<file path="config.mk">
export PLATFORM = sky130hd
export DESIGN_NAME = pis_top
export DESIGN_NICKNAME = d
export VERILOG_FILES = /design/src/hw/pis_pkg.sv /design/src/hw/pis_top.sv /design/src/hw/pis_pin_sync.sv /design/src/hw/pis_irq_bank.sv
export SDC_FILE = /design/constraint.sdc
export NUM_CORES = 1
export LEC_CHECK = 0
export BUFFER_PORTS_ARGS = -buffer_cell sky130_fd_sc_hd__buf_2
export CELL_PAD_IN_SITES_DETAIL_PLACEMENT = 2
export CELL_PAD_IN_SITES_GLOBAL_PLACEMENT = 2
export CORE_MARGIN = 4
export CORE_UTILIZATION = 38
export CTS_CLUSTER_SIZE = 16
export DETAILED_ROUTE_END_ITERATION = 8
export GPL_ROUTABILITY_DRIVEN = 0
export PLACE_DENSITY = 0.84
export SYNTH_ARGS = -nofsm -noshare
export SYNTH_HDL_FRONTEND = slang
export SYNTH_SLANG_ARGS = --single-unit
</file>
<file path="constraint.sdc">
create_clock -name core_clk_i -period 3.3 [get_ports core_clk_i]
set_input_delay 0 -clock core_clk_i [delete_from_list [all_inputs] [get_ports core_clk_i]]
set_output_delay 0 -clock core_clk_i [all_outputs]
set_load 0.03 [all_outputs]
</file>
<file path="src/hw/pis_pkg.sv">
// shared constants and types for the phy interrupt and power-save block
package pis_pkg;

   // management register addresses
   localparam logic [4:0] ADDR_BASIC_CONTROL = 5'h00;
   localparam logic [4:0] ADDR_POWER_SAVE_CONTROL = 5'h11;
   localparam logic [4:0] ADDR_MASK_STATUS_ONE = 5'h12;
   localparam logic [4:0] ADDR_MASK_STATUS_TWO = 5'h13;

   // basic_control fields
   localparam int BC_POWER_DOWN_BIT = 11;

   // power_save_control fields
   localparam int PSC_INT_OE_BIT = 0;
   localparam int PSC_INT_EN_BIT = 1;
   localparam int PSC_INT_POL_BIT = 3;
   localparam int PSC_MODE_LSB = 12;
   localparam int PSC_MODE_MSB = 13;
   localparam int PSC_PS_EN_BIT = 14;

   // mask/status layout: enables in the low half, pending in the high half
   localparam int MS_ENABLE_LSB = 0;
   localparam int MS_PENDING_LSB = 8;
   localparam int MS_SOURCES = 8;

   // power-save select encodings
   localparam logic [1:0] PS_SEL_NONE = 2'h0;
   localparam logic [1:0] PS_SEL_IEEE_PD = 2'h1;
   localparam logic [1:0] PS_SEL_ACTIVE_ES = 2'h2;
   localparam logic [1:0] PS_SEL_PASSIVE_ES = 2'h3;

   // reset values
   localparam logic [15:0] BASIC_CONTROL_RST = 16'h0000;
   localparam logic [15:0] POWER_SAVE_CONTROL_RST = 16'h0000;
   localparam logic [15:0] READ_ZERO = 16'h0000;

   // idle level of the shared pin (weak pull-up)
   localparam logic PIN_IDLE = 1'b1;

   // power states, gray coded along act -> es -> es -> pd
   typedef enum logic [1:0] {
      PS_ACTIVE = 2'b00,
      PS_ACTIVE_ES = 2'b01,
      PS_PASSIVE_ES = 2'b11,
      PS_IEEE_PD = 2'b10
   } pis_power_state_t;

   // one management access per cycle
   typedef struct packed {
      logic wr;
      logic rd;
      logic [4:0] addr;
      logic [15:0] wdata;
   } pis_reg_req_t;

   // power controls to the rest of the transceiver
   typedef struct packed {
      logic core_off;
      logic active_es;
      logic passive_es;
   } pis_power_t;

endpackage

</file>
<file path="src/hw/pis_top.sv">
// interrupt and power-save control of the transceiver
`timescale 1ns/10ps

// Operation
// - all interrupt sources disabled after reset
// - per-source enable bits in two registers
// - enabled interrupt drives pin without clock
// - status shows every pending interrupt
// - reading a status register clears the pending interrupts of that register
// - power-down by pin low or control bit
// - management access stays alive in power-down
// - bit 14 enables, bits 13:12 select mode
// - select 01 forces ieee power-down
// - select 10 enters active energy saving
// - select 11 enters passive energy saving
// - clearing bits resumes prior operating state
// - three modes, ieee power-down lowest
// - pin is power-down input unless enabled
// - register holds global enable and polarity
module pis_top
   import pis_pkg::*;
#(
   parameter int SRC_PER_REG = MS_SOURCES
)
(
   // clock and reset
   input wire logic core_clk_i,
   input wire logic rst_i,
   // management register port
   input wire pis_reg_req_t reg_req_i,
   output logic [15:0] reg_rdata_o,
   output logic reg_rvalid_o,
   // interrupt conditions from the transceiver
   input wire logic [2*SRC_PER_REG-1:0] irq_src_i,
   // shared interrupt / power-down pin
   input wire logic irq_powerdown_pin_i,
   output logic irq_powerdown_pin_o,
   output logic irq_powerdown_pin_oe_o,
   // power controls
   output pis_power_t power_o,
   output pis_power_state_t power_state_o
);

   generate
      if (SRC_PER_REG < 1 || SRC_PER_REG > MS_SOURCES)
         $error("pis_top: SRC_PER_REG out of range");
   endgenerate

   localparam int N = SRC_PER_REG;

   logic [15:0] basic_control;
   logic [15:0] power_save_control;
   logic [N-1:0] enable_one;
   logic [N-1:0] enable_two;
   logic [N-1:0] pending_one;
   logic [N-1:0] pending_two;
   logic pin_level;
   logic wr_basic;
   logic wr_psc;
   logic wr_one;
   logic wr_two;
   logic rd_one;
   logic rd_two;
   logic int_oe;
   logic int_en;
   logic int_pol;
   logic ps_en;
   logic [1:0] ps_sel;
   logic irq_active;
   logic pd_request;
   pis_power_state_t power_state;
   pis_power_state_t next_power_state;
   logic [15:0] next_rdata;

   // register decode
   assign wr_basic = reg_req_i.wr && reg_req_i.addr == ADDR_BASIC_CONTROL;
   assign wr_psc = reg_req_i.wr && reg_req_i.addr == ADDR_POWER_SAVE_CONTROL;
   assign wr_one = reg_req_i.wr && reg_req_i.addr == ADDR_MASK_STATUS_ONE;
   assign wr_two = reg_req_i.wr && reg_req_i.addr == ADDR_MASK_STATUS_TWO;
   assign rd_one = reg_req_i.rd && reg_req_i.addr == ADDR_MASK_STATUS_ONE;
   assign rd_two = reg_req_i.rd && reg_req_i.addr == ADDR_MASK_STATUS_TWO;

   assign int_oe = power_save_control[PSC_INT_OE_BIT];
   assign int_en = power_save_control[PSC_INT_EN_BIT];
   assign int_pol = power_save_control[PSC_INT_POL_BIT];
   assign ps_en = power_save_control[PSC_PS_EN_BIT];
   assign ps_sel = power_save_control[PSC_MODE_MSB:PSC_MODE_LSB];

   always_ff @(posedge core_clk_i or posedge rst_i)
   begin
      if (rst_i)
         basic_control <= BASIC_CONTROL_RST;
      else if (wr_basic)
         basic_control <= reg_req_i.wdata;
   end

   always_ff @(posedge core_clk_i or posedge rst_i)
   begin
      if (rst_i)
         power_save_control <= POWER_SAVE_CONTROL_RST;
      else if (wr_psc)
         power_save_control <= reg_req_i.wdata;
   end

   pis_irq_bank #(
      .N(N)
   ) u_bank_one (
      .core_clk_i(core_clk_i),
      .rst_i(rst_i),
      .src_i(irq_src_i[N-1:0]),
      .wr_i(wr_one),
      .wdata_i(reg_req_i.wdata[MS_ENABLE_LSB +: N]),
      .rd_i(rd_one),
      .enable_o(enable_one),
      .pending_o(pending_one)
   );

   pis_irq_bank #(
      .N(N)
   ) u_bank_two (
      .core_clk_i(core_clk_i),
      .rst_i(rst_i),
      .src_i(irq_src_i[2*N-1:N]),
      .wr_i(wr_two),
      .wdata_i(reg_req_i.wdata[MS_ENABLE_LSB +: N]),
      .rd_i(rd_two),
      .enable_o(enable_two),
      .pending_o(pending_two)
   );

   pis_pin_sync u_pin_sync (
      .core_clk_i(core_clk_i),
      .rst_i(rst_i),
      .pin_i(irq_powerdown_pin_i),
      .level_o(pin_level)
   );

   // pending or a live enabled condition, no clock in the path
   assign irq_active = int_en &&
      (|pending_one || |pending_two ||
       |(irq_src_i[N-1:0] & enable_one) ||
       |(irq_src_i[2*N-1:N] & enable_two));

   // deliberately combinational so the pin falls before the next edge
   // driven only when the output enable bit is set
   assign irq_powerdown_pin_oe_o = int_oe;
   // polarity 0 gives the default active-low level
   assign irq_powerdown_pin_o = int_pol ? irq_active : ~irq_active;

   // pin low, control bit, or select 01
   // pin level ignored while it is our output
   // select 01 acts like the control bit
   assign pd_request = (!int_oe && !pin_level) ||
      basic_control[BC_POWER_DOWN_BIT] ||
      (ps_en && ps_sel == PS_SEL_IEEE_PD);

   // ieee power-down outranks both energy-saving modes
   always_comb
   begin
      next_power_state = PS_ACTIVE;
      if (pd_request)
         next_power_state = PS_IEEE_PD;
      else if (ps_en)
      begin
         case (ps_sel)
            PS_SEL_ACTIVE_ES: next_power_state = PS_ACTIVE_ES;
            PS_SEL_PASSIVE_ES: next_power_state = PS_PASSIVE_ES;
            default: next_power_state = PS_ACTIVE;
         endcase
      end
   end

   // leaving a mode returns to the selected energy-saving mode, else active; core state is frozen
   // never reset, so it resumes where it stopped
   always_ff @(posedge core_clk_i or posedge rst_i)
   begin
      if (rst_i)
         power_state <= PS_ACTIVE;
      else
         power_state <= next_power_state;
   end

   always_ff @(posedge core_clk_i or posedge rst_i)
   begin
      if (rst_i)
         power_o <= '0;
      else
      begin
         power_o.core_off <= next_power_state == PS_IEEE_PD;
         power_o.active_es <= next_power_state == PS_ACTIVE_ES;
         power_o.passive_es <= next_power_state == PS_PASSIVE_ES;
      end
   end

   always_ff @(posedge core_clk_i or posedge rst_i)
   begin
      if (rst_i)
         power_state_o <= PS_ACTIVE;
      else
         power_state_o <= next_power_state;
   end

   // pending bits shown in the upper half
   always_comb
   begin
      next_rdata = READ_ZERO;
      case (reg_req_i.addr)
         ADDR_BASIC_CONTROL: next_rdata = basic_control;
         ADDR_POWER_SAVE_CONTROL: next_rdata = power_save_control;
         ADDR_MASK_STATUS_ONE:
         begin
            next_rdata[MS_ENABLE_LSB +: N] = enable_one;
            next_rdata[MS_PENDING_LSB +: N] = pending_one;
         end
         ADDR_MASK_STATUS_TWO:
         begin
            next_rdata[MS_ENABLE_LSB +: N] = enable_two;
            next_rdata[MS_PENDING_LSB +: N] = pending_two;
         end
         default: next_rdata = READ_ZERO;
      endcase
   end

   // register port never gated by power state
   always_ff @(posedge core_clk_i or posedge rst_i)
   begin
      if (rst_i)
      begin
         reg_rdata_o <= READ_ZERO;
         reg_rvalid_o <= 1'b0;
      end
      else
      begin
         reg_rvalid_o <= reg_req_i.rd;
         if (reg_req_i.rd)
            reg_rdata_o <= next_rdata;
      end
   end

   // checks

   reset_mask_a:
   assert property (@(posedge core_clk_i)
      $past(rst_i) && !rst_i |-> enable_one == '0 && enable_two == '0)
   else $error("enables not cleared by reset");

   pin_assert_a:
   assert property (@(posedge core_clk_i) disable iff (rst_i)
      int_oe && int_en && |(irq_src_i[N-1:0] & enable_one)
      |-> irq_powerdown_pin_oe_o && irq_powerdown_pin_o == int_pol)
   else $error("pin not asserted for enabled interrupt");

   pend_set_a:
   assert property (@(posedge core_clk_i) disable iff (rst_i)
      |(irq_src_i[2*N-1:N] & enable_two) |=> |pending_two)
   else $error("enabled event did not set pending");

   read_clear_a:
   assert property (@(posedge core_clk_i) disable iff (rst_i)
      rd_one && !(|(irq_src_i[N-1:0] & enable_one))
      |=> pending_one == '0)
   else $error("status read did not clear pending");

   read_data_a:
   assert property (@(posedge core_clk_i) disable iff (rst_i)
      rd_one ##1 1'b1
      |-> reg_rdata_o[MS_PENDING_LSB +: N] == $past(pending_one))
   else $error("read data lost a pending bit");

   ctrl_pd_a:
   assert property (@(posedge core_clk_i) disable iff (rst_i)
      basic_control[BC_POWER_DOWN_BIT] |=> power_state == PS_IEEE_PD
      && power_o.core_off)
   else $error("control bit did not enter power-down");

   pin_pd_a:
   assert property (@(posedge core_clk_i) disable iff (rst_i)
      int_oe && !basic_control[BC_POWER_DOWN_BIT] && !ps_en
      |=> power_state == PS_ACTIVE)
   else $error("output pin level taken as power-down");

   sel_pd_a:
   assert property (@(posedge core_clk_i) disable iff (rst_i)
      ps_en && ps_sel == PS_SEL_IEEE_PD |=> power_state == PS_IEEE_PD)
   else $error("select 01 did not enter power-down");

   active_es_a:
   assert property (@(posedge core_clk_i) disable iff (rst_i)
      !pd_request && ps_en && ps_sel == PS_SEL_ACTIVE_ES
      |=> power_state == PS_ACTIVE_ES && power_o.active_es)
   else $error("active energy saving not entered");

   passive_es_a:
   assert property (@(posedge core_clk_i) disable iff (rst_i)
      !pd_request && ps_en && ps_sel == PS_SEL_PASSIVE_ES
      |=> power_state == PS_PASSIVE_ES && power_o.passive_es)
   else $error("passive energy saving not entered");

   resume_a:
   assert property (@(posedge core_clk_i) disable iff (rst_i)
      power_state == PS_IEEE_PD && !pd_request && !ps_en
      |=> power_state == PS_ACTIVE && !power_o.core_off)
   else $error("did not resume after power-save cleared");

   mgmt_alive_a:
   assert property (@(posedge core_clk_i) disable iff (rst_i)
      power_state == PS_IEEE_PD && reg_req_i.rd |=> reg_rvalid_o)
   else $error("register read lost in power-down");

endmodule

</file>
<file path="src/hw/pis_pin_sync.sv">
// three-stage synchroniser with agreement filter for the shared pin
`timescale 1ns/10ps
module pis_pin_sync
   import pis_pkg::*;
(
   // clock and reset
   input wire logic core_clk_i,
   input wire logic rst_i,
   // pin level in, filtered level out
   input wire logic pin_i,
   output logic level_o
);

   logic stage1;
   logic stage2;
   logic stage3;

   always_ff @(posedge core_clk_i or posedge rst_i)
   begin
      if (rst_i)
      begin
         stage1 <= PIN_IDLE;
         stage2 <= PIN_IDLE;
         stage3 <= PIN_IDLE;
      end
      else
      begin
         stage1 <= pin_i;
         stage2 <= stage1;
         stage3 <= stage2;
      end
   end

   // a change only counts once the last two stages agree
   always_ff @(posedge core_clk_i or posedge rst_i)
   begin
      if (rst_i)
         level_o <= PIN_IDLE;
      else if (stage2 == stage3)
         level_o <= stage3;
   end

endmodule

</file>
<file path="src/hw/pis_irq_bank.sv">
// one interrupt mask/status register: enables and sticky pending bits
`timescale 1ns/10ps
module pis_irq_bank
   import pis_pkg::*;
#(
   parameter int N = MS_SOURCES
)
(
   // clock and reset
   input wire logic core_clk_i,
   input wire logic rst_i,
   // interrupt conditions
   input wire logic [N-1:0] src_i,
   // register access
   input wire logic wr_i,
   input wire logic [N-1:0] wdata_i,
   input wire logic rd_i,
   // state
   output logic [N-1:0] enable_o,
   output logic [N-1:0] pending_o
);

   generate
      if (N < 1 || N > MS_SOURCES)
         $error("pis_irq_bank: N out of range");
   endgenerate

   genvar i;
   generate
      for (i = 0; i < N; i++)
      begin : g_bit
         always_ff @(posedge core_clk_i or posedge rst_i)
         begin
            if (rst_i)
               enable_o[i] <= 1'b0;
            else if (wr_i)
               enable_o[i] <= wdata_i[i];
         end

         // read clears, a new event wins
         always_ff @(posedge core_clk_i or posedge rst_i)
         begin
            if (rst_i)
               pending_o[i] <= 1'b0;
            else if (src_i[i] && enable_o[i])
               pending_o[i] <= 1'b1;
            else if (rd_i)
               pending_o[i] <= 1'b0;
         end
      end
   endgenerate

endmodule

</file>
# [Yosys cells after proc, flatten, opt, wreduce, memory -nomap -nowiden]
# Cells that the tools add are included.
[op_classes] eq_ne=10 bitwise_logic=3 reduce_logical=53 n_mux=23
[op_table] op="case mux 16 bit (4 select lines)" n=1
[op_table] op="nonzero test 2 bit" n=16
[op_table] op="OR reduction 8 bit" n=4
[op_table] op="logical AND 1 bit" n=25
[op_table] op="2-to-1 mux 1 bit" n=19
[op_table] op="AND 8 bit" n=2
[op_table] op="== test 5 bit, second input constant" n=3
[op_table] op="== test 2 bit, second input constant" n=4
[op_table] op="zero test 5 bit" n=1
[op_table] op="logical OR 1 bit" n=5
[op_table] op="== test 2 x 1 -> 1 bit, second input constant" n=2
[op_table] op="2-to-1 mux 2 bit" n=2
[op_table] op="case mux 2 bit (2 select lines)" n=1
[op_table] op="zero test 1 bit" n=2
[op_table] op="== test 1 bit" n=1
[op_table] op="NOT 1 bit" n=1
[word_totals] in_bits=42 register_bits=90 word_cells=133 out_inout_bits=24

# [Longest topological paths before layout]
[depth] word_depth=7 mapped_depth=7 mapped_depth_nobuf=5

# [Cells and area by module]
# A second synthesis with hierarchy kept.
[hier_totals] cells_unflattened=308 hier_area_um2=3933.8
[by_module_without_submodules] module="pis_top" area_each_um2=2542.4 seq_area_each_um2=1351.3 instances=1 cells_each=202
[by_module_without_submodules] module="pis_irq_bank" area_each_um2=635.6 seq_area_each_um2=400.4 instances=2 cells_each=50
[by_module_without_submodules] module="pis_pin_sync" area_each_um2=120.1 seq_area_each_um2=105.1 instances=1 cells_each=6

# [Worst setup path after synthesis]
# OpenSTA, ideal clock, no wires.
[synth_path] path_kind="register to output" from="register u_bank_two.enable_o[6]" to="output port irq_powerdown_pin_o" path_buffers=0 slack_ps=1633 arrival_time_ps=1667 stages_incl_launch_ff=6 required_time_ps=3300 cell_sequence="dfrtp_1 > a22o_1 > a221oi_1 > nand3_1 > o31ai_1 > xor2_1"
[synth_via] elab_chain_len=6
[synth_rtl] item="start, declared" line="pis_irq_bank.sv:19" source="output logic [N-1:0] enable_o,"
[synth_rtl] item="start signal, assigned by index" line="pis_irq_bank.sv:37" source="enable_o[i] <= wdata_i[i];"
[synth_rtl] item="AND 8 bit *" line="pis_top.sv:142" source="|(irq_src_i[2*N-1:N] & enable_two));"
[synth_rtl] item="OR reduction 8 bit *" line="pis_top.sv:142"
[synth_rtl] item="logical OR 1 bit *" line="pis_top.sv:141" source="|(irq_src_i[N-1:0] & enable_one) ||"
[synth_rtl] item="logical AND 1 bit *" line="pis_top.sv:139" source="assign irq_active = int_en &&"
[synth_rtl] item="NOT 1 bit" line="pis_top.sv:148" source="assign irq_powerdown_pin_o = int_pol ? irq_active : ~irq_active;"
[synth_rtl] item="2-to-1 mux 1 bit *" line="pis_top.sv:148"
[synth_rtl] item="end, declared" line="pis_top.sv:37" source="output logic irq_powerdown_pin_o,"
# Every way passes the cells marked *; elsewhere a longest branch is shown, timed or not.

# [Worst setup path after layout]
[layout_path] from="register u_bank_one.enable_o[3]" to="output port irq_powerdown_pin_o"
[layout_via] elab_chain_len=7
[layout_rtl] item="start, declared" line="pis_irq_bank.sv:19"
[layout_rtl] item="start signal, assigned by index" line="pis_irq_bank.sv:37"
[layout_rtl] item="AND 8 bit *" line="pis_top.sv:141"
[layout_rtl] item="OR reduction 8 bit *" line="pis_top.sv:141"
[layout_rtl] item="logical OR 1 bit *" line="pis_top.sv:140" source="(|pending_one || |pending_two ||"
[layout_rtl] item="logical OR 1 bit *" line="pis_top.sv:141"
[layout_rtl] item="logical AND 1 bit *" line="pis_top.sv:139"
[layout_rtl] item="NOT 1 bit" line="pis_top.sv:148"
[layout_rtl] item="2-to-1 mux 1 bit *" line="pis_top.sv:148"
# Marks and branches as above.

==> flow_metrics.py <==
metrics = {
    "synth": {
        "post_synth.cell_area_avg_sq_um": 14.0,
        "async_flop_share_pct": 100,
        "synth-seq-area-share_pct": 59.2,
        "synth_edf_count": 0,
        "netlist_instances": 273,
        "synth.net_count": 315,
        "yosysUniqueCellTypes": 35,
        "synth-main-ff-cell": "dfrtp_1",
        "synth_warnings": 0,
        "synth_area_sq_um": 3810,
        "ys_ff_latch": 90,
    },
    "grt": {
        "track_usage_pct": 22.7,
        "grt_max_degree": 42,
        "grt_pass1_wl_um": 19600,
        "grt_pass1_vias": 3210,
        "met3_usage_pct": 4.12,
        "grtUsageMet1_pct": 30.0,
        "grt_antenna_before_repair": 0,
        "overflow": 0,
        "use_met2_pct": 37.9,
        "grt.busiest_layer": "met2",
    },
    "drt": {
        "drtIter0Drc": 255,
        "wl_per_cell_um": 24.5,
        "vias_per_cell": 5.65,
        "via_count": 2891,
        "drc": 0,
        "drtAntennaViolNets": 0,
        "routed_wl_um": 12600,
        "first_pass_iters": 8,
    },
    "power_and_ir_drop": {
        "clkPwrFrac_pct": 26.9,
        "combPwrFrac_pct": 16.7,
        "p_leak_nw": 2.27,
        "internal_power_mw": 1.78,
        "total_power_mw": 2.54,
        "vdd_drop_max_uv": 198,
        "power_density_nw_per_um2": 533,
        "switchingPower_mw": 0.754,
        "power.share.switching_pct": 29.7,
        "power_frac_seq_pct": 56.4,
    },
    "clocking": {
        "clk_pin_slew_ns": 0.09,
        "ctsHtreeMaxLevel": 3,
        "clk_latency_ns": 0.37,
        "cts_sinks": 90,
        "cts_tree": "built",
        "root_buffer": "clkbuf_8",
        "post_cts_resized": 0,
        "clk_path_buf_depth": 2,
        "cts_buffers": 9,
    },
    "worst_setup_path": {
        "cp.required_ns": 3.30,
        "timing_worst_setup_path_type": "register to output port",
        "cp-end-kind": "output port",
        "arrival_ns": 2.28,
        "crit_path_max_fanout": 4,
        "cp-start-kind": "register",
    },
    "final_layout": {
        "final_area_sq_um": 4760,
        "fillers": 977,
        "drive_gt1_share_pct": 37.7,
        "layout.nets": 416,
        "synthToLayoutAreaGrowth_pct": 24.8,
        "diodes": 0,
    },
    "sta": {
        "worst_slew_pin_slew_ns": 0.877,
        "finalClockSkew_ns": 0.00945,
        "fin_tns_setup_ns": 0,
        "max_freq_mhz": 438,
        "setup_viol": 0,
        "hold_violations": 0,
        "finalCritPeriodShare_pct": 69.2,
        "setup_ws_ns": 1.02,
        "drv_slew": 0,
        "relSlewSlack_pct": 41.5,
        "fin_crit_ns": 2.28,
        "rsz0062_at_grt": "false",
    },
    "floorplan": {
        "die_w_um": 108,
        "die_y_um": 108,
        "num_rows": 36,
        "ios": 66,
        "start_util_pct": 39.0,
        "dieArea_sq_um": 11700,
        "core_sq_um": 9770,
    },
    "status": {
        "status": "finished, final reports clean",
    },
    "placed_design": {
        "hpwl_um": 8180,
        "place_ws_ns": 1.42,
        "placed_area_sq_um": 4250,
        "io_buffers": 65,
    },
    "min_path": {
        "hp-class": "input pin to register",
    },
    "flow_run": {
        "maxCapViolations": 0,
    },
}
## power groups by stage
stage | Combinational [mW] | Sequential [mW] | Clock (mW)
2_1_floorplan | 0.242 | 1.41 | 0
4_1_cts | 0.425 | 1.42 | 0.692
6_report | 0.425 | 1.43 | 0.683
5_1_grt | 0.458 | 1.45 | 0.747
3_3_place_gp | 0.361 | 1.43 | 0
3_5_place_dp | 0.386 | 1.44 | 0
## critical path, cell delays in order, from the launching register on
cell and delay, ns:
dfrtp_1 0.44, a22o_1 0.23, a221oi_1 0.28, nand3_1 0.15, o31ai_1 0.43, xor2_1 0.17, buf_2 0.21
## cells in the final DEF, fill, tap and decap left out, types with 2 or more instances in the layout
cell type,instances
nand3_1,3
clkbuf_8,10
nand2_4,2
dlygate4sd3_1,34
xor2_1,2
buf_2,65
dfstp_2,4
clkinv_2,4
nor2_4,3
o21ai_0,16
and2_1,2
nor2_1,2
a222oi_1,16
clkinvlp_4,2
a21oi_1,16
nand2_1,5
nor2b_1,17
buf_4,2
mux2_2,28
nor4_1,4
mux2_4,20
a22oi_1,4
dfrtp_1,86
a22o_1,18
a221oi_1,2
## synthesized netlist by cell type, types with 3 or more instances
cell type / n / area share [%]
dfrtp_1: 86 / 56
buf_2: 3 / 0.39
a22oi_1: 4 / 0.79
nor2b_1: 17 / 2.8
a22o_1: 18 / 4.1
a21oi_1: 16 / 2.1
nand3_1: 3 / 0.39
buf_6: 3 / 0.89
nor4_1: 4 / 0.66
nand2_1: 5 / 0.49
mux2_2: 28 / 8.3
mux2_4: 20 / 7.9
dfstp_2: 4 / 2.8
nor2_4: 3 / 0.89
a222oi_1: 16 / 4.2
clkbuf_1: 3 / 0.30
o21ai_0: 16 / 2.1
## kinds of logic (layout without fill, tap and decap cells)
family / count (synthesis) / after routing / synth area share (%)
flip-flops: 90 / 90 / 59.2
AO/OA/AOI/OAI: 74 / 74 / 14.1
multiplexers: 48 / 48 / 16.1
AND/OR/NAND/NOR: 45 / 45 / 7.74
buffers and inverters: 13 / 119 / 2.10
XOR/XNOR: 2 / 2 / 0.459
adder cells (fa/ha/maj): 1 / 1 / 0.262
## area by class of cell
cell class | count | area [sq um] | share of cell area (%)
Clock buffer | 11 | 141 | 2.97
Clock inverter | 5 | 30.0 | 0.631
Inverter | 2 | 8.76 | 0.184
Multi-Input combinational cell | 170 | 1480 | 31.0
Sequential cell | 90 | 2260 | 47.4
Tap cell | 133 | 166 | 3.50
Timing Repair Buffer | 101 | 681 | 14.3
## what timing repair did
item | in CTS | in global routing
hold endpoints to repair | 88 | 0
hold buffers | 34 | 0
buffers inserted | 0 | 0
## state kept, by name, indices dropped and copies added, names as in the netlist
signal and cells:
basic_control 16, power_save_control 16, reg_rdata_o 16, u_bank_one.pending_o 8, reg_rvalid_o 1, u_pin_sync.stage2 1, power_state_o 2, power_o 3
u_bank_two.enable_o 8, u_bank_two.pending_o 8, u_pin_sync.stage3 1, u_pin_sync.stage1 1, u_bank_one.enable_o 8, u_pin_sync.level_o 1
## per-stage QoR
step	utilization, %	cells	hold WS (ns)
finish	48.7	512	0.0213
global placement	43.5	462	0.00736
global route	48.7	512	0.0262
floorplan	-	273	0.00448
CTS	48.7	512	0.0255
detailed placement	43.5	462	0.0154
## path summary, 6_finish.rpt
path / startpoint / end / slack (ns) / cells after the start
setup / recovery: u_bank_one.enable_o[3] / irq_powerdown_pin_o / 1.02 / 6
hold / removal: reg_req_i[21] / reg_rvalid_o / 0.02 / 1
setup reg to reg: power_save_control[14] / reg_rdata_o[14] / 2.06 / 2
hold reg to reg: u_pin_sync.stage1 / u_pin_sync.stage2 / 0.36 / 0
max in group asynchronous: rst_i / u_bank_two.pending_o[2] / 2.28 / 4
min in group asynchronous: rst_i / power_save_control[13] / 0.17 / 3
## layer usage
metal	up-vias	share of wire, %
li1	1239	-
met5	-	0
met1	1530	42
met2	105	51
met4	0	1.8
met3	17	5.5
Note: power is estimated with default switching activity, not from simulation.
